--- src/include/ocp_defines.vh ---
// Register offsets, field positions and reset values of the compare channel
// Operation
// (RULE_01) Control bit 3 picks timer A or timer B; timer A after reset.
// (RULE_02) Modes 001, 010, 011: match drives pin low, high, or toggles it.
// (RULE_03) Single compare: primary register equals selected count triggers pin action.
// (RULE_04) Timer wrapping before the match leaves the pin unchanged.
// (RULE_05) Mode 100 is single pulse; mode 101 is continuous pulse.
// (RULE_06) Primary match starts the pulse; secondary match ends it.
// (RULE_07) Single pulse mode gives one pulse; rewrite mode 100 for another.
// (RULE_08) Software loads times, period, mode 100, then sets timer run bit 15.
// (RULE_09) Continuous pulse repeats every timer period after the same setup.
// (RULE_10) Modes 110, 111 are PWM; primary becomes read-only latch fed from secondary.
// (RULE_11) Software writes period, duty, PWM mode, then prescale and run bit.
// (RULE_12) Mode 111: fault input low puts the pin in high impedance.
// (RULE_13) Control bit 4 shows a fault has occurred in protected PWM.
// (RULE_14) High impedance holds until fault clears and mode is rewritten.
// (RULE_15) PWM period is (period+1) times 4 oscillator periods times prescale.
// (RULE_16) After count equals period: clear, pin high, latch duty, timer flag.
// (RULE_17) Duty 0x0000 keeps the output low at rollover.
// (RULE_18) Duty above period keeps the output continuously high.
// (RULE_19) PWM drives the pin low when count reaches the active duty.
// (RULE_20) Dual compare: pin high on first match, low on second.
// (RULE_21) Non-PWM compare events set a sticky channel flag until cleared.
// (RULE_22) PWM never sets the channel flag; timer flag signals periods.
`ifndef OCP_DEFINES_VH
`define OCP_DEFINES_VH
`define OCP_ADDR_CTRL 12'h000
`define OCP_ADDR_PRIM 12'h004
`define OCP_ADDR_SEC 12'h008
`define OCP_ADDR_TCON_A 12'h00c
`define OCP_ADDR_TPER_A 12'h010
`define OCP_ADDR_TCNT_A 12'h014
`define OCP_ADDR_TCON_B 12'h018
`define OCP_ADDR_TPER_B 12'h01c
`define OCP_ADDR_TCNT_B 12'h020
`define OCP_ADDR_FLAGS 12'h024
`define OCP_CTRL_MODE_LSB 0
`define OCP_CTRL_TSEL 3
`define OCP_CTRL_FLT 4
`define OCP_TCON_RUN 15
`define OCP_TCON_PS_LSB 4
`define OCP_FLAG_CMP 0
`define OCP_FLAG_TA 1
`define OCP_FLAG_TB 2
`define OCP_MODE_OFF 3'h0
`define OCP_MODE_LOW 3'h1
`define OCP_MODE_HIGH 3'h2
`define OCP_MODE_TOG 3'h3
`define OCP_MODE_SPULSE 3'h4
`define OCP_MODE_CPULSE 3'h5
`define OCP_MODE_PWM 3'h6
`define OCP_MODE_PWMF 3'h7
`define OCP_PERIOD_RST 16'hffff
`define OCP_TICK_DIV 2'h3
`endif

--- src/rtl/ocp_channel.v ---
// Output compare channel with two time bases and an APB register slave
//
// Implementation choices: the placing of the registers and the APB slave port.
`include "ocp_defines.vh"
module ocp_channel (
  input wire pclk,
  input wire presetn,
  input wire psel,
  input wire penable,
  input wire pwrite,
  input wire [11:0] paddr,
  input wire [31:0] pwdata,
  output reg [31:0] prdata,
  output reg pready,
  output reg pslverr,
  input wire fault_sense_input,
  output reg compare_output_pin,
  output reg compare_output_pin_oe,
  output reg compare_irq_flag,
  output reg base_timer_a_irq_flag,
  output reg base_timer_b_irq_flag
);
  reg [2:0] compare_mode_field;
  reg timer_base_select;
  reg fault_status_bit;
  reg [15:0] primary_compare_reg;
  reg [15:0] secondary_compare_reg;
  reg [15:0] timer_control_reg_a;
  reg [15:0] timer_control_reg_b;
  reg [15:0] timer_period_reg_a;
  reg [15:0] timer_period_reg_b;
  reg pin_r;
  reg pulse_done_r;
  reg flt_s1_r;
  reg flt_s2_r;
  reg [1:0] div_r;
  reg mode_wr_r;
  reg [31:0] rd_nxt;
  wire tick;
  wire [15:0] cnt_a;
  wire [15:0] cnt_b;
  wire inc_a;
  wire inc_b;
  wire roll_a;
  wire roll_b;
  wire wr_en;
  wire rd_hit;
  wire [15:0] cnt_sel;
  wire inc_sel;
  wire roll_sel;
  wire per_sel_big;
  wire [15:0] per_sel;
  wire is_pwm;
  wire is_dual;
  wire is_single;
  wire m1;
  wire m2;
  wire fault_now;

  // Instruction clock enable: one in four oscillator-rate cycles
  always @(posedge pclk or negedge presetn) begin
    if (!presetn)
      div_r <= 2'h0;
    else
      div_r <= (div_r == `OCP_TICK_DIV) ? 2'h0 : div_r + 2'h1;
  end
  assign tick = (div_r == `OCP_TICK_DIV); // [RULE_15]

  assign wr_en = psel & penable & pwrite;
  assign rd_hit = (paddr == `OCP_ADDR_CTRL) | (paddr == `OCP_ADDR_PRIM) |
    (paddr == `OCP_ADDR_SEC) | (paddr == `OCP_ADDR_TCON_A) |
    (paddr == `OCP_ADDR_TPER_A) | (paddr == `OCP_ADDR_TCNT_A) |
    (paddr == `OCP_ADDR_TCON_B) | (paddr == `OCP_ADDR_TPER_B) |
    (paddr == `OCP_ADDR_TCNT_B) | (paddr == `OCP_ADDR_FLAGS);

  // Timer A and timer B
  ocp_timer u_tim_a (
    .pclk(pclk),
    .presetn(presetn),
    .tick(tick),
    .run(timer_control_reg_a[`OCP_TCON_RUN]),
    .prescale(timer_control_reg_a[`OCP_TCON_PS_LSB+1:`OCP_TCON_PS_LSB]),
    .period(timer_period_reg_a),
    .cnt_wr(wr_en & (paddr == `OCP_ADDR_TCNT_A)),
    .cnt_wdata(pwdata[15:0]),
    .count_r(cnt_a),
    .inc(inc_a),
    .roll(roll_a)
  );
  ocp_timer u_tim_b (
    .pclk(pclk),
    .presetn(presetn),
    .tick(tick),
    .run(timer_control_reg_b[`OCP_TCON_RUN]),
    .prescale(timer_control_reg_b[`OCP_TCON_PS_LSB+1:`OCP_TCON_PS_LSB]),
    .period(timer_period_reg_b),
    .cnt_wr(wr_en & (paddr == `OCP_ADDR_TCNT_B)),
    .cnt_wdata(pwdata[15:0]),
    .count_r(cnt_b),
    .inc(inc_b),
    .roll(roll_b)
  );

  // Selected time base
  assign cnt_sel = timer_base_select ? cnt_b : cnt_a; // [RULE_01]
  assign inc_sel = timer_base_select ? inc_b : inc_a; // [RULE_01]
  assign roll_sel = timer_base_select ? roll_b : roll_a;
  assign per_sel = timer_base_select ? timer_period_reg_b : timer_period_reg_a;
  assign per_sel_big = secondary_compare_reg > per_sel;

  assign is_pwm = compare_mode_field[2] & compare_mode_field[1]; // [RULE_10]
  assign is_dual = (compare_mode_field == `OCP_MODE_SPULSE) |
    (compare_mode_field == `OCP_MODE_CPULSE); // [RULE_05]
  assign is_single = (compare_mode_field != `OCP_MODE_OFF) & ~compare_mode_field[2];
  // Matches are taken on a count that is held for a timer increment
  assign m1 = inc_sel & (cnt_sel == primary_compare_reg); // [RULE_03] [RULE_06]
  assign m2 = inc_sel & (cnt_sel == secondary_compare_reg); // [RULE_06]
  assign fault_now = (compare_mode_field == `OCP_MODE_PWMF) & ~flt_s2_r; // [RULE_12]

  // Fault pin synchroniser
  always @(posedge pclk or negedge presetn) begin
    if (!presetn) begin
      flt_s1_r <= 1'b1;
      flt_s2_r <= 1'b1;
    end else begin
      flt_s1_r <= fault_sense_input;
      flt_s2_r <= flt_s1_r;
    end
  end

  // Register writes, fault latch and compare flag
  always @(posedge pclk or negedge presetn) begin
    if (!presetn) begin
      compare_mode_field <= `OCP_MODE_OFF;
      timer_base_select <= 1'b0; // [RULE_01]
      fault_status_bit <= 1'b0;
      primary_compare_reg <= 16'h0000;
      secondary_compare_reg <= 16'h0000;
      timer_control_reg_a <= 16'h0000;
      timer_control_reg_b <= 16'h0000;
      timer_period_reg_a <= `OCP_PERIOD_RST;
      timer_period_reg_b <= `OCP_PERIOD_RST;
      compare_irq_flag <= 1'b0;
      base_timer_a_irq_flag <= 1'b0;
      base_timer_b_irq_flag <= 1'b0;
      mode_wr_r <= 1'b0;
    end else begin
      mode_wr_r <= 1'b0;
      if (wr_en) begin
        case (paddr)
          `OCP_ADDR_CTRL: begin
            compare_mode_field <= pwdata[`OCP_CTRL_MODE_LSB+2:`OCP_CTRL_MODE_LSB];
            timer_base_select <= pwdata[`OCP_CTRL_TSEL];
            mode_wr_r <= 1'b1; // [RULE_07] [RULE_14]
          end
          `OCP_ADDR_PRIM: if (!is_pwm) primary_compare_reg <= pwdata[15:0]; // [RULE_10]
          `OCP_ADDR_SEC: secondary_compare_reg <= pwdata[15:0];
          `OCP_ADDR_TCON_A: timer_control_reg_a <= pwdata[15:0] & 16'h8030;
          `OCP_ADDR_TCON_B: timer_control_reg_b <= pwdata[15:0] & 16'h8030;
          `OCP_ADDR_TPER_A: timer_period_reg_a <= pwdata[15:0];
          `OCP_ADDR_TPER_B: timer_period_reg_b <= pwdata[15:0];
          default: ;
        endcase
      end
      // Fault flag: set wins; cleared only by a mode rewrite with the fault gone
      if (fault_now)
        fault_status_bit <= 1'b1; // [RULE_13]
      else if (mode_wr_r)
        fault_status_bit <= 1'b0; // [RULE_14]
      // Duty latched from buffer at rollover
      if (is_pwm & roll_sel)
        primary_compare_reg <= secondary_compare_reg; // [RULE_10] [RULE_16]
      // Sticky flags, write one to clear, set wins
      if (!is_pwm & (((is_single | is_dual) & m1) | (is_dual & m2)))
        compare_irq_flag <= 1'b1; // [RULE_21] [RULE_22]
      else if (wr_en & (paddr == `OCP_ADDR_FLAGS) & pwdata[`OCP_FLAG_CMP])
        compare_irq_flag <= 1'b0; // [RULE_21]
      if (roll_a)
        base_timer_a_irq_flag <= 1'b1; // [RULE_16] [RULE_22]
      else if (wr_en & (paddr == `OCP_ADDR_FLAGS) & pwdata[`OCP_FLAG_TA])
        base_timer_a_irq_flag <= 1'b0;
      if (roll_b)
        base_timer_b_irq_flag <= 1'b1; // [RULE_16] [RULE_22]
      else if (wr_en & (paddr == `OCP_ADDR_FLAGS) & pwdata[`OCP_FLAG_TB])
        base_timer_b_irq_flag <= 1'b0;
    end
  end

  // Output pin state machine per mode
  always @(posedge pclk or negedge presetn) begin
    if (!presetn) begin
      pin_r <= 1'b0;
      pulse_done_r <= 1'b0;
    end else begin
      if (mode_wr_r)
        pulse_done_r <= 1'b0; // [RULE_07]
      case (compare_mode_field)
        `OCP_MODE_OFF: pin_r <= 1'b0;
        `OCP_MODE_LOW: if (m1) pin_r <= 1'b0; // [RULE_02] [RULE_04]
        `OCP_MODE_HIGH: if (m1) pin_r <= 1'b1; // [RULE_02]
        `OCP_MODE_TOG: if (m1) pin_r <= ~pin_r; // [RULE_02]
        `OCP_MODE_SPULSE, `OCP_MODE_CPULSE: begin
          if (m2 & pin_r) begin
            pin_r <= 1'b0; // [RULE_20]
            if (compare_mode_field == `OCP_MODE_SPULSE)
              pulse_done_r <= 1'b1; // [RULE_07]
          end else if (m1 & ~pulse_done_r & ~mode_wr_r) begin
            pin_r <= 1'b1; // [RULE_20] [RULE_09]
          end
        end
        default: begin
          if (roll_sel)
            pin_r <= (secondary_compare_reg != 16'h0000); // [RULE_16] [RULE_17]
          else if (m1 & (primary_compare_reg <= per_sel))
            pin_r <= 1'b0; // [RULE_19]
          else if (per_sel_big & (primary_compare_reg > per_sel))
            pin_r <= 1'b1; // [RULE_18]
        end
      endcase
    end
  end

  // Pin drive and enable; fault forces high impedance
  always @(posedge pclk or negedge presetn) begin
    if (!presetn) begin
      compare_output_pin <= 1'b0;
      compare_output_pin_oe <= 1'b0;
    end else begin
      compare_output_pin <= pin_r;
      compare_output_pin_oe <= (compare_mode_field != `OCP_MODE_OFF) &
        ~fault_status_bit & ~fault_now; // [RULE_12] [RULE_14]
    end
  end

  // Read mux
  always @* begin
    rd_nxt = 32'h00000000;
    case (paddr)
      `OCP_ADDR_CTRL: rd_nxt = {27'h0, fault_status_bit, timer_base_select,
        compare_mode_field}; // [RULE_13]
      `OCP_ADDR_PRIM: rd_nxt = {16'h0, primary_compare_reg};
      `OCP_ADDR_SEC: rd_nxt = {16'h0, secondary_compare_reg};
      `OCP_ADDR_TCON_A: rd_nxt = {16'h0, timer_control_reg_a};
      `OCP_ADDR_TPER_A: rd_nxt = {16'h0, timer_period_reg_a};
      `OCP_ADDR_TCNT_A: rd_nxt = {16'h0, cnt_a};
      `OCP_ADDR_TCON_B: rd_nxt = {16'h0, timer_control_reg_b};
      `OCP_ADDR_TPER_B: rd_nxt = {16'h0, timer_period_reg_b};
      `OCP_ADDR_TCNT_B: rd_nxt = {16'h0, cnt_b};
      `OCP_ADDR_FLAGS: rd_nxt = {29'h0, base_timer_b_irq_flag, base_timer_a_irq_flag,
        compare_irq_flag};
      default: rd_nxt = 32'h00000000;
    endcase
  end

  // APB answer: ready in the access cycle after setup
  always @(posedge pclk or negedge presetn) begin
    if (!presetn) begin
      pready <= 1'b0;
      prdata <= 32'h00000000;
      pslverr <= 1'b0;
    end else begin
      pready <= psel & ~penable;
      pslverr <= psel & ~penable & ~rd_hit;
      if (psel & ~penable & ~pwrite)
        prdata <= rd_nxt;
    end
  end
endmodule

--- src/rtl/ocp_timer.v ---
// One 16-bit time base with run bit, prescaler and period rollover
`include "ocp_defines.vh"
module ocp_timer (
  input wire pclk,
  input wire presetn,
  input wire tick,
  input wire run,
  input wire [1:0] prescale,
  input wire [15:0] period,
  input wire cnt_wr,
  input wire [15:0] cnt_wdata,
  output reg [15:0] count_r,
  output wire inc,
  output wire roll
);
  reg [7:0] pre_r;
  reg [7:0] pre_max;

  // Prescale ratio 1, 8, 64, 256
  always @* begin
    case (prescale)
      2'h0: pre_max = 8'h00;
      2'h1: pre_max = 8'h07;
      2'h2: pre_max = 8'h3f;
      default: pre_max = 8'hff;
    endcase
  end

  assign inc = run & tick & (pre_r == pre_max); // [RULE_15]
  assign roll = inc & (count_r == period); // [RULE_16]

  // Count up, clear on the increment after a period match
  always @(posedge pclk or negedge presetn) begin
    if (!presetn) begin
      pre_r <= 8'h00;
      count_r <= 16'h0000;
    end else begin
      if (run & tick)
        pre_r <= (pre_r == pre_max) ? 8'h00 : pre_r + 8'h01;
      if (cnt_wr)
        count_r <= cnt_wdata;
      else if (roll)
        count_r <= 16'h0000; // [RULE_16]
      else if (inc)
        count_r <= count_r + 16'h0001;
    end
  end
endmodule

--- config.mk ---
export PLATFORM = sky130hd
export DESIGN_NAME = ocp_channel
export DESIGN_NICKNAME = d
export VERILOG_FILES = /design/src/rtl/ocp_channel.v /design/src/rtl/ocp_timer.v
export VERILOG_INCLUDE_DIRS = /design/src /design/src/include
export SDC_FILE = /design/constraint.sdc
export NUM_CORES = 1
export LEC_CHECK = 0
export BUFFER_PORTS_ARGS = -buffer_cell sky130_fd_sc_hd__buf_4
export CORE_MARGIN = 4
export CORE_UTILIZATION = 50
export CTS_BUF_LIST = sky130_fd_sc_hd__clkbuf_4 sky130_fd_sc_hd__clkbuf_8 sky130_fd_sc_hd__clkbuf_16
export DETAILED_ROUTE_END_ITERATION = 16
export PLACE_DENSITY = 0.67
export SLEW_MARGIN = 30
export SYNTH_ARGS = -nofsm -noshare
export SYNTH_HDL_FRONTEND = slang
export SYNTH_SLANG_ARGS = --single-unit
--- constraint.sdc ---
create_clock -name pclk -period 5.15 [get_ports pclk]
set_input_delay 1.03 -clock pclk [delete_from_list [all_inputs] [get_ports pclk]]
set_output_delay 1.03 -clock pclk [all_outputs]
set_load 0.03 [all_outputs]
Word-level counts from Yosys, hierarchy flattened
Index checks and enable logic that the tools add are counted.

Flip-flop bits (word level): 169. Input bits: 50. Output and inout port bits: 39. Logic and storage cells: 189.

Bitwise operators: 55. $lt $le $gt $ge: 3. Equality and inequality tests: 31. $add $sub $neg: 5. Muxes and demuxes: 43. Reductions and logical operators: 25.

Operator list (number): $mux W16 (12); $pmux W16 S10 (1); $eq A16 B16 Y1 (4); $eq A12 B5 Y1 const B (4); $pmux W8 S3 (2); $and A1 B1 Y1 (33); $add A16 B1 Y16 const B (2); $gt A16 B16 Y1 (2); $eq A12 B4 Y1 const B (2); $eq A12 B6 Y1 const B (2); $mux W1 (24); $add A8 B1 Y8 const B (2); $eq A8 B8 Y1 (2); $le A16 B16 Y1 (1); $mux W8 (2); $reduce_bool A16 Y1 (1); $eq A12 B3 Y1 const B (1); $logic_not A12 Y1 (1); $or A1 B1 Y1 (12); $reduce_and A2 Y1 (6); $reduce_bool A2 Y1 (6); $not A1 Y1 (10); $eq A3 B3 Y1 const B (3); $reduce_bool A3 Y1 (3); 17 further kinds (24).

Logic depth before layout (Yosys ltp)
Gate-level depths: netlist of the first run.

Depth after elaboration: 12. Mapped depth: 14. Gate-level depth less buffers: 10.

By module
A second synthesis of the first run with hierarchy kept.

Cell total of the unflattened synthesis: 985. Area, all modules: 9969.6 um2.

Modules (own cells, without submodules): ocp_channel (cells each 593, times used 1, area an instance 6510.0 um2, sequential area each 2670.1 um2); ocp_timer (u_tim_a) (cells each 194, times used 1, area an instance 1731.7 um2, sequential area each 600.6 um2); ocp_timer (u_tim_b) (cells each 198, times used 1, area an instance 1727.9 um2, sequential area each 600.6 um2).

Worst setup path after synthesis of the first run
No wires, ideal clock.

Path kind: flip-flop to flip-flop. Start: register timer_base_select. End: register pin_r. Stages on the path, launching flop included: 14. Clock period less this slack: 3.433 ns. Required time: 5.024 ns. Buffers on the path: 4. Data arrival time: 3.306 ns. Slack: 1.717 ns. Library setup time: 0.126 ns. Cell sequence: dfrtp_1 buf_6 buf_2 buf_1 buf_1 mux2i_1 ha_1 nand4_1 nor3_1 o31ai_1 a22o_1 a211oi_1 a211oi_2 a2bb2oi_1.

Word-level cells in the longest chain between the ends: 7. Elaborated cells on any way between the ends: 26. Classes of those cells: 3 x order compare; 6 x eq/ne; 8 x mux; 7 x bitwise; 2 x reduce/logical.

Ends and longest elaborated chain: start: declaration (RTL line ocp_channel.v:24) `reg timer_base_select;`; start signal: assignment (RTL line ocp_channel.v:153) `` timer_base_select <= pwdata[`OCP_CTRL_TSEL]; ``; parallel branches: the longest is 7 deep, another holds $le A16 B16 Y1; end signal: assignment (RTL line ocp_channel.v:201) `` `OCP_MODE_TOG: if (m1) pin_r <= ~pin_r; ``; end signal: assignment (RTL line ocp_channel.v:213) `pin_r <= (secondary_compare_reg != 16'h0000);`; end: declaration (RTL line ocp_channel.v:32) `reg pin_r;`.

Several ways; the timed one is not identified. A chain may end at the register's enable or synchronous reset.

Worst setup path in the final report of the first run
Start: input paddr[11]. End: register secondary_compare_reg[5].

Word-level cells in the longest chain between the ends: 2.

Ends and longest elaborated chain: start: declaration (RTL line ocp_channel.v:11) `input wire [11:0] paddr,`; $eq A12 B4 Y1 (RTL line ocp_channel.v:150) `case (paddr)`; $reduce_and A2 Y1 (no line); end signal: assignment (RTL line ocp_channel.v:157) `` `OCP_ADDR_SEC: secondary_compare_reg <= pwdata[15:0]; ``; end: declaration (RTL line ocp_channel.v:27) `reg [15:0] secondary_compare_reg;`.

Every way passes these cells.

==> impl_results.rst, run 1 <==
.. list-table::
   :header-rows: 1

   * - Metric
     - Value
   * - Vias in the first global route
     - between 7,000 and 8,000
   * - Root buf cell
     - clkbuf_16
   * - Count of endpoints failing hold in the final timing report
     - 0
   * - Hold-critical path depth
     - 0
   * - Cell area after technology mapping
     - between 9000 and 10,000 sq um
   * - Area added between synthesis and finish
     - 11.6%
   * - Setup CP Type
     - in2reg
   * - Max-Cap Viols
     - 0
   * - Remaining global-route overflow
     - 0
   * - Seq cells post-synth
     - 153
   * - Main flop type after synthesis
     - dfrtp_1
   * - Slack of the worst reg-to-reg path
     - approximately 1.9 ns
   * - Startpoint type of the worst setup path
     - input pin
   * - Vias per std cell
     - 6.28
   * - Most frequently used cell type in the post-synthesis netlist
     - dfrtp_1
   * - Max-Slew Margin vs Limit
     - 0.438
   * - Async set-reset flop share out of synthesis
     - 1.00
   * - Total power per unit cell area
     - around 260 nW/um^2
   * - Number of max-slew violations in the final report
     - 0
   * - Setup violations, final
     - 0
   * - Sequential-to-total area share from yosys stat
     - 0.402
   * - Number of nets in the final layout
     - roughly 1,100
   * - Antenna Cells
     - 0
   * - Die area
     - 21,600 sq um
   * - Min-delay worst type
     - reg2reg
   * - Detail Placement HPWL
     - ~20,000 um
   * - Clock edge transition at the registers on the reported setup and hold paths
     - 0.06 ns
   * - # port buffers
     - 56
   * - CTS tree
     - built
   * - Clock latency on the worst-skew pair
     - 0.43 ns
   * - Clock tree buffer depth
     - 2
   * - Row Count
     - 50
   * - Maximum number of pins on one net before global-route repair
     - between 100 and 150
   * - Crit path capture type
     - flop
   * - Max rail drop VDD
     - 0.000198 V
   * - Worst reg2reg path startpoint
     - timer_base_select
   * - Endpoint of the worst-slack reg-to-reg timing path
     - pin_r
   * - Post-synth cell types
     - 65
   * - Number of clock sinks
     - roughly 150
   * - Sum Neg Setup Slack
     - 0 ns
   * - Sequential share of power
     - 0.453
   * - Overall Power
     - approximately 2.7 mW
   * - Synthesized area divided by synthesized cell count
     - 9.76 sq um
   * - Number of vias after detailed routing
     - about 8,100
   * - Per-cell routed wire length
     - 21.7 um
   * - Initial cell density of the core
     - 0.512
   * - Cts hold-fix bufs
     - 0
   * - Crit path buffers/inverters
     - 1
   * - Final period demand of the worst path
     - 3.35 ns
   * - Global-route wire length before repair
     - about 43,000 um
   * - Kind of cell adding the most delay to the critical path
     - simple AND/OR/NAND/NOR gates
   * - Commonest cells post-synth
     - dfrtp_1 (119), nand2_1 (102), o21ai_0 (74)
   * - Proportion of layout cells with a drive suffix above 1
     - 0.204
   * - Sum of routed wire length over all layers
     - about 28,000 um
   * - Hold Path Sink
     - flt_s2_r
   * - Period utilisation layout
     - 0.650
   * - Peak per-stage delay on the critical path
     - between 0.6 and 0.7 ns
   * - Total iterations of the first detailed-routing run
     - 9
   * - Startpoint of the tightest hold check path
     - flt_s1_r
   * - Die Y
     - 147 um
   * - Max Fclk
     - 0.299 GHz
   * - Crit path from
     - paddr[11]
   * - Leak pwr
     - between 4 and 5 nW
   * - Part of the total power dissipated in combinational logic
     - 0.074
   * - Number of standard cells after synthesis
     - roughly 990
   * - Antenna viol nets, final
     - 0
   * - Library cell with the largest summed area after synthesis
     - dfrtp_1
   * - Power spent charging and discharging nets
     - 0.674 mW
   * - Status
     - completed
   * - Clock buffer count from CTS
     - 17
   * - Internal Pwr Total
     - just over 2 mW
   * - Setup repair after global routing missed its margin
     - no
   * - Critical path arrival
     - approximately 3.7 ns
   * - Cells traversed along the worst timing path
     - buf_4, nor4_2, nand2_1, or3_1, nor2_2, nand2_2, mux2_1
   * - Number of synthesized flops with an enable pin
     - 0
   * - Crit path max fanout
     - 17
   * - Crit-path slowest cell
     - nor2_2
   * - Setup skew after layout
     - ~0.011 ns
   * - Dominant cells by area after synthesis
     - dfrtp_1 (31%), dfstp_2 (9.3%), mux2_2 (6.9%)
   * - Core ar.
     - 18,800 sq um
   * - Count of yosys warnings during synthesis
     - 0
   * - Worst Reg-to-Reg Cells
     - 11
   * - Number of placed I/O pins
     - 89
   * - Global placer's final weighted congestion
     - slightly above 1
   * - Tot GR Track Use
     - 0.256
   * - Number of cells upsized or downsized after cts
     - 0
   * - Share of total power in the clock network
     - 0.474
   * - Total DRC errors in the routed layout
     - 0
   * - Number of antenna violations at the first check in global routing
     - 0
   * - Actual slew at the worst max-slew pin
     - about 0.84 ns
   * - Sw frac
     - 0.245
   * - Yosys top cell area share
     - 0.309
   * - Required time reported for the critical path endpoint
     - approximately 5.5 ns
   * - Level count of the clock H-tree
     - 4
   * - Post-CTS repair timing setup buffer count
     - 0
   * - X dimension of the die
     - 147 um
   * - Initial detailed-routing violation count
     - around 1,000
[worst reg2reg max path: cells and delay by family (launching register included)]
kind,cells,cell delay [ns]
flip-flops,1,0.88
AND/OR/NAND/NOR,1,0.11
AO/OA/AOI/OAI,7,1.23
buffers and inverters,1,0.33
adder cells (fa/ha/maj),1,0.19
multiplexers,1,0.39
[power groups by stage]
stage	sequential (mW)	combinational (mW)	clock, mW
2_1_floorplan	1.30	0.0612	0
3_3_place_gp	1.26	0.202	0
3_5_place_dp	1.26	0.204	0
4_1_cts	1.24	0.204	1.31
5_1_grt	1.25	0.217	1.36
6_report	1.24	0.202	1.30
[stage by stage]
stage / cells / worst slack (ns) / utilization / cell area [sq um] / hold WS [ns]
after floorplan: 1002 / 1.72 / - / 9690 / 0.345
after global placement: 1256 / 1.45 / 0.538 / 10100 / 0.346
after detailed placement: 1256 / 1.44 / 0.538 / 10100 / 0.347
after CTS: 1288 / 1.88 / 0.571 / 10700 / 0.357
after global routing: 1288 / 1.65 / 0.571 / 10700 / 0.362
final: 1288 / 1.80 / 0.571 / 10700 / 0.357
[per-layer routing]
metal  track usage  up-vias  routed length, um
met2         0.399      378              12700
met3        0.0484       46               2440
li1              -     3703                  -
met1         0.367     3966              12200
met4        0.0724        0                624
met5             0        -                  0
[logic make-up (layout without fill, tap and decap cells)]
group / Yosys count / after routing / share of synthesized area
xor gates and xnor gates: 70 / 70 / 0.0636
AOI/OAI and AO/OA: 247 / 247 / 0.173
adders and majority gates: 37 / 37 / 0.0481
and+or+nand+nor: 301 / 301 / 0.163
DFF: 153 / 153 / 0.402
buffers and inverters: 86 / 112 / 0.0470
other: 1 / 16 / 0.000389
muxes: 92 / 92 / 0.103
[layout by cell type, fill, tap and decap left out, types with 27 or more instances in the layout]
cell type and instances:
a21oi_1 36, buf_4 70, dfrtp_1 118, dfstp_2 34
ha_1 37, mux2_2 59, mux2i_1 32, nand2_1 102
nand3_1 27, nor2_1 37, o21ai_0 74, xnor2_1 66
[cell type report]
cell class / instances / area (sq um)
sequential: 153 / 3870
clock buffer: 23 / 495
multi-input combinational: 763 / 5370
inverter: 9 / 33.8
timing repair buffer: 71 / 539
tap: 260 / 325
clock inverter: 9 / 114
fill: 1648 / 8080
[worst max-delay path by stage]
stage                                     to  slack (ns)  depth (start not counted)
finish              secondary_compare_reg[5]        1.80                          7
global route        secondary_compare_reg[5]        1.65                          7
CTS                 secondary_compare_reg[5]        1.88                          7
detailed placement  secondary_compare_reg[5]        1.44                          7
global placement    secondary_compare_reg[5]        1.45                          7
floorplan                              pin_r        1.72                         13
No activity file was read; power rests on OpenSTA's default activity.
==> run 2: changes to the inputs <==
PLACE_DENSITY = 0.7   (was 0.67)
clock period = 2.9 ns   (was 5.15 ns; I/O delays follow)
==> impl_results.rst, run 2 (synthesis gave the netlist of run 1 again) <==
.. list-table::
   :header-rows: 1

   * - Metric
     - Value
   * - # port buffers
     - 56
   * - Number of max-slew violations in the final report
     - 0
   * - Tot GR Track Use
     - 0.268
   * - Root buf cell
     - clkbuf_16
   * - Antenna Cells
     - 0
   * - Number of clock sinks
     - 153
   * - Setup violations, final
     - 0
   * - Internal Pwr Total
     - approximately 3.5 mW
   * - Total power per unit cell area
     - between 400 and 500 nW/um^2
   * - Cts hold-fix bufs
     - 0
   * - Count of endpoints failing hold in the final timing report
     - 0
   * - Worst-case setup slack after placement
     - about 0.12 ns
   * - Max-Slew Margin vs Limit
     - 0.523
   * - Clock tree buffer depth
     - 2
   * - Vias in the first global route
     - 8,236
   * - Power spent charging and discharging nets
     - 1.18 mW
   * - Status
     - completed
   * - Clock buffer count from CTS
     - 17
   * - Worst reg2reg path startpoint
     - timer_base_select
   * - Number of vias after detailed routing
     - 8,404
   * - Total iterations of the first detailed-routing run
     - 7
   * - Max rail drop VDD
     - approximately 0.0004 V
   * - Actual slew at the worst max-slew pin
     - slightly above 0.7 ns
   * - Share of total power in the clock network
     - 0.454
   * - Crit path capture type
     - flop
   * - Fill cell instance count of the final layout
     - 1,618
   * - Total DRC errors in the routed layout
     - 0
   * - Vias per std cell
     - between 6 and 7
   * - Number of placed I/O pins
     - 89
   * - Setup repair after global routing missed its margin
     - no
   * - Core ar.
     - 18,800 sq um
   * - Max-Cap Viols
     - 0
   * - Max Fclk
     - 0.354 GHz
   * - X dimension of the die
     - between 100 and 150 um
   * - CTS tree
     - built
   * - Maximum number of pins on one net before global-route repair
     - around 70
   * - Detail Placement HPWL
     - 21,300 um
   * - Global placer's final weighted congestion
     - between 0.9 and 1
   * - Area added between synthesis and finish
     - 14.5%
   * - Commonest cells after routing, fill and taps aside
     - dfrtp_1 (118), nand2_1 (102), buf_4 (99), o21ai_0 (74), xnor2_1 (66)
   * - Sum of routed wire length over all layers
     - between 20,000 and 30,000 um
   * - Crit path from
     - timer_base_select
   * - Number of antenna violations at the first check in global routing
     - 0
   * - Part of the total power dissipated in combinational logic
     - 0.079
   * - Level count of the clock H-tree
     - 4
   * - Antenna viol nets, final
     - 0
   * - Sequential share of power
     - 0.467
   * - Final period demand of the worst path
     - 2.83 ns
   * - Die Y
     - 147 um
   * - Critical path arrival
     - 3.18 ns
   * - PnR worst setup slack
     - between 0.07 and 0.08 ns
   * - Row Count
     - 50
   * - Min-delay worst type
     - in2async
   * - Period utilisation layout
     - 0.975
   * - Clock latency on the worst-skew pair
     - ~0.44 ns
   * - Leak pwr
     - between 4 and 5 nW
   * - Die area
     - about 22,000 sq um
   * - Per-cell routed wire length
     - roughly 22 um
   * - Crit path max fanout
     - 6
   * - Sum Neg Setup Slack
     - 0 ns
   * - Initial cell density of the core
     - 0.512
   * - Most common cell after layout, fill and taps aside
     - dfrtp_1
   * - Startpoint type of the worst setup path
     - flop
   * - Number of nets in the final layout
     - 1,136
   * - Setup CP Type
     - reg2reg
   * - Setup skew after layout
     - roughly 0.013 ns
   * - Global-route wire length before repair
     - 45,400 um
   * - Initial detailed-routing violation count
     - 950
   * - Proportion of layout cells with a drive suffix above 1
     - 0.236
   * - Sw frac
     - 0.250
   * - Remaining global-route overflow
     - 0
   * - Required time reported for the critical path endpoint
     - between 3 and 4 ns
   * - Clock edge transition at the registers on the reported setup and hold paths
     - approximately 0.060 ns
[run 2: cell count changes in the layout (fill, tap and decap cells not counted), moves of 3 or more]
cell | previous run | this run
clkbuf_8 | 5 | 2
mux2i_2 | 0 | 6
mux2i_1 | 32 | 26
clkinv_2 | 1 | 4
buf_12 | 0 | 3
buf_4 | 70 | 99
[run 2: power groups by stage]
stage | clock [mW] | sequential, mW | combinational (mW)
2_1_floorplan | 0 | 2.32 | 0.109
4_1_cts | 2.17 | 2.21 | 0.373
6_report | 2.15 | 2.21 | 0.371
3_3_place_gp | 0 | 2.24 | 0.368
5_1_grt | 2.27 | 2.21 | 0.395
3_5_place_dp | 0 | 2.24 | 0.373
[run 2: metal layers]
metal  track usage  part of all wire  vias up  wire length, um
met3        0.0648             0.088       68             2550
li1              -                 -     3775                -
met5             0                 0        -                0
met1         0.365              0.43     4149            12400
met4        0.0917             0.030        0              872
met2         0.421              0.46      412            13200
[run 2: final timing paths]
check                                        end  slack [ns]  depth (start not counted)
min in group pclk                       flt_s1_r        0.25                          1
max in group asynchronous  timer_period_reg_a[6]        1.91                          2
min reg2reg                             flt_s2_r        0.36                          0
max                                        pin_r        0.07                         10
min                             u_tim_a.pre_r[3]        0.15                          1
max reg2reg                                pin_r        0.07                         10
[run 2: metrics by stage]
stage | hold slack (ns) | instances | utilization | power, mW | area, sq um
detailed placement | 0.348 | 1288 | 0.552 | 2.62 | 10400
global route | 0.213 | 1322 | 0.586 | 4.88 | 11000
CTS | 0.190 | 1320 | 0.582 | 4.75 | 11000
floorplan | 0.284 | 1002 | - | 2.42 | 9700
global placement | 0.346 | 1288 | 0.552 | 2.61 | 10400
finish | 0.154 | 1322 | 0.586 | 4.72 | 11000
[run 2: cell type report]
class / instances / area [sq um] / area share
well taps: 260 / 325 / 0.0295
repair buffers: 105 / 831 / 0.0753
flip-flops and latches: 153 / 3870 / 0.351
clock inverters: 11 / 97.6 / 0.00885
multi-input cells: 763 / 5400 / 0.490
clock buffers: 21 / 468 / 0.0424
inverters: 9 / 33.8 / 0.00306
[run 2: what timing repair did]
| action | in CTS | in global routing |
|---|---|---|
| setup endpoints to repair | 0 | 1 |
| resized for setup | 0 | 9 |
| endpoints found under the hold margin | 0 | 0 |
| buffers inserted | 0 | 2 |
[run 2: worst max-delay path, stage by stage (launching register included)]
cell       delay (ns)
dfrtp_2          0.48
buf_2            0.25
mux2i_1          0.37
ha_1             0.32
nand4_1          0.14
inv_1            0.05
a221oi_1         0.42
a22o_1           0.26
a211oi_2         0.10
a211oi_2         0.20
a2bb2oi_1        0.16
==> run 3: changes to the inputs <==
CORE_MARGIN = 2   (was 4)
PLACE_DENSITY = 0.69   (was 0.7)
SYNTH_HIERARCHICAL = 1   (was default)
==> impl_results.rst, run 3 <==
.. list-table::
   :header-rows: 1

   * - Metric
     - Value
   * - Level count of the clock H-tree
     - 4
   * - Dominant combinational cell family by area after synthesis
     - compound AO/OA/AOI/OAI gates
   * - Area used by sequential logic in the layout
     - about 3900 sq um
   * - Vias in the first global route
     - ~8,500
   * - Actual slew at the worst max-slew pin
     - approximately 0.67 ns
   * - Status
     - completed
   * - Startpoint type of the worst setup path
     - flop
   * - Number of synthesized flops with an enable pin
     - 0
   * - Row Count
     - between 50 and 60
   * - Utilization after layout
     - 0.618
   * - Peak per-stage delay on the critical path
     - ~0.43 ns
   * - CTS tree
     - built
   * - Synthesized area divided by synthesized cell count
     - between 10 and 15 sq um
   * - Per-cell routed wire length
     - 22.8 um
   * - Crit path max fanout
     - 32
   * - PnR worst setup slack
     - between 0.1 and 0.15 ns
   * - Adder and majority cell fraction of the synthesized area
     - 0.0464
   * - Portion of netlist area occupied by mux cells
     - 0.117
   * - Sum of routed wire length over all layers
     - 32,300 um
   * - Vias per std cell
     - ~6.3
   * - Max-Cap Viols
     - 0
   * - Die area
     - around 21,000 sq um
   * - Period utilisation layout
     - 0.951
   * - Most frequently used cell type in the post-synthesis netlist
     - dfrtp_1
   * - Number of antenna violations at the first check in global routing
     - 1
   * - Number of vias after detailed routing
     - a little under 9,000
   * - Count of endpoints failing hold in the final timing report
     - 0
   * - Antenna Cells
     - 0
   * - Clock buffer count from CTS
     - 17
   * - Root buf cell
     - clkbuf_16
   * - Async set-reset flop share out of synthesis
     - 1.00
   * - Total iterations of the first detailed-routing run
     - 6
   * - Die Y
     - roughly 150 um
   * - Initial detailed-routing violation count
     - approximately 830
   * - Library cell with the largest summed area after synthesis
     - dfrtp_1
   * - Clock edge transition at the registers on the reported setup and hold paths
     - 0.07 ns
   * - Fill cell instance count of the final layout
     - roughly 1,600
   * - Critical path arrival
     - around 3.1 ns
   * - Most common cell after layout, fill and taps aside
     - buf_4
   * - Total power per unit cell area
     - between 400 and 500 nW/um^2
   * - Number of clock sinks
     - 153
   * - Total DRC errors in the routed layout
     - 0
   * - Dominant cells by area after synthesis
     - dfrtp_1 (30%), dfstp_2 (9.0%), mux2_2 (6.6%)
   * - Overall Power
     - around 4.9 mW
   * - Global-route wire length before repair
     - roughly 50,000 um
   * - Share of the synthesized area in compound gates (AO/OA/AOI/OAI)
     - 0.172
   * - Clock latency on the worst-skew pair
     - ~0.44 ns
   * - # port buffers
     - 56
   * - Yosys top cell area share
     - 0.299
   * - Required time reported for the critical path endpoint
     - around 3.2 ns
   * - X dimension of the die
     - approximately 150 um
   * - Final period demand of the worst path
     - about 2.8 ns
   * - Crit-path slowest cell
     - dfrtp_1
   * - Post-synth cell types
     - between 70 and 80
   * - Cells traversed along the worst timing path
     - nor4_2, o21ai_1, a211o_4, buf_4, nor2_1, mux2i_1, nor2_2, buf_4, a21o_1, buf_12, nor2_1, a21oi_1
   * - Maximum number of pins on one net before global-route repair
     - between 60 and 70
   * - Max Fclk
     - ~0.36 GHz
   * - Antenna viol nets, final
     - 0
   * - Remaining global-route overflow
     - 0
   * - Area added between synthesis and finish
     - 21.1%
   * - Count of yosys warnings during synthesis
     - 6
   * - Setup skew after layout
     - around 0.014 ns
   * - Sequential-to-total area share from yosys stat
     - 0.388
   * - Global placer's final weighted congestion
     - slightly below 1
   * - Worst-case setup slack after placement
     - between 0.05 and 0.06 ns
   * - Cell area after technology mapping
     - 9970 sq um
   * - Detail Placement HPWL
     - 24,300 um
   * - Tot GR Track Use
     - 0.308
   * - Seq cells post-synth
     - about 150
   * - Setup violations, final
     - 0
   * - Max-Slew Margin vs Limit
     - 0.553
   * - Crit path capture type
     - flop
   * - Number of placed I/O pins
     - 89
   * - Main flop type after synthesis
     - dfrtp_1
   * - XOR/XNOR Fraction of Synth Area
     - 0.0615
   * - Sum Neg Setup Slack
     - 0 ns
   * - Initial cell density of the core
     - 0.511
   * - Slack of the worst reg-to-reg path
     - between 0.1 and 0.15 ns
   * - Min-delay worst type
     - in2async
   * - Leak pwr
     - 5.17 nW
   * - Commonest cells after routing, fill and taps aside
     - buf_4 (168), dfrtp_1 (118), nor2_1 (67), mux2_2 (58), a21oi_1 (52)
   * - Clock tree buffer depth
     - 2
   * - Number of nets in the final layout
     - 1,227
   * - Core ar.
     - between 15,000 and 20,000 sq um
   * - Setup CP Type
     - reg2reg
   * - Number of standard cells after synthesis
     - 985
   * - Post-route worst hold slack
     - 0.157 ns
   * - Simple-gate share of the synthesized area
     - 0.166
   * - Max rail drop VDD
     - roughly 0.00038 V
   * - Area of combinational cells with multiple inputs
     - between 5000 and 6000 sq um
   * - Proportion of layout cells with a drive suffix above 1
     - 0.305
   * - Number of max-slew violations in the final report
     - 0
   * - Commonest cells post-synth
     - dfrtp_1 (119), nor2_1 (69), mux2_2 (58)
-- run 3: final cells by class --
| class | count | share of cell area |
|---|---|---|
| multi-input cells | 770 | 0.474 |
| clock inverters | 10 | 0.00985 |
| flip-flops and latches | 153 | 0.321 |
| inverters | 19 | 0.00705 |
| repair buffers | 179 | 0.121 |
| clock buffers | 22 | 0.0394 |
| well taps | 265 | 0.0275 |
-- run 3: routing by layer --
metal | global-route usage | share of wire | vias up
met5 | 0 | 0.00040 | -
met4 | 0.100 | 0.025 | 2
met3 | 0.0601 | 0.088 | 58
met2 | 0.475 | 0.45 | 433
met1 | 0.437 | 0.43 | 4382
li1 | - | - | 4015
-- run 3: repair_timing --
item | CTS | global route
resized for setup | 0 | 10
endpoints found under the setup margin | 0 | 18
setup buffers | 0 | 1
hold buffers | 0 | 0
-- run 3: cells by family after synthesis --
group,count (synthesis)
DFF,153
AOI/OAI and AO/OA,249
and+or+nand+nor,291
adders and majority gates,37
xor gates and xnor gates,70
muxes,107
other,1
buffers and inverters,77
-- run 3: worst paths after layout --
path	endpoint	start	depth (start not counted)
worst max-delay path	primary_compare_reg[9]	timer_control_reg_b[5]	12
worst min register to register	flt_s2_r	flt_s1_r	0
min in group pclk	flt_s1_r	fault_sense_input	1
worst max register to register	primary_compare_reg[9]	timer_control_reg_b[5]	12
worst min-delay path	u_tim_a/pre_r[2]	presetn	1
max in group asynchronous	timer_period_reg_b[10]	presetn	2
-- run 3: power breakdown --
| group | switching, mW | internal [mW] | leakage [nW] |
|---|---|---|---|
| registers | 0.0306 | 2.18 | 1.89 |
| logic | 0.267 | 0.132 | 2.99 |
| clock network | 0.924 | 1.34 | 0.287 |
-- run 3: worst max-delay path: cells and delay by family, from the launching register on --
| kind | cells | cell delay [ns] |
|---|---|---|
| muxes | 1 | 0.14 |
| DFF | 1 | 0.43 |
| AOI/OAI and AO/OA | 4 | 0.83 |
| and+or+nand+nor | 4 | 0.65 |
| buffers and inverters | 3 | 0.58 |
-- run 3: per-stage QoR --
stage,std cells,cell area (sq um)
floorplan,1000,10000
global placement,1385,11400
detailed placement,1385,11400
CTS,1417,12000
global route,1418,12100
finish,1418,12100
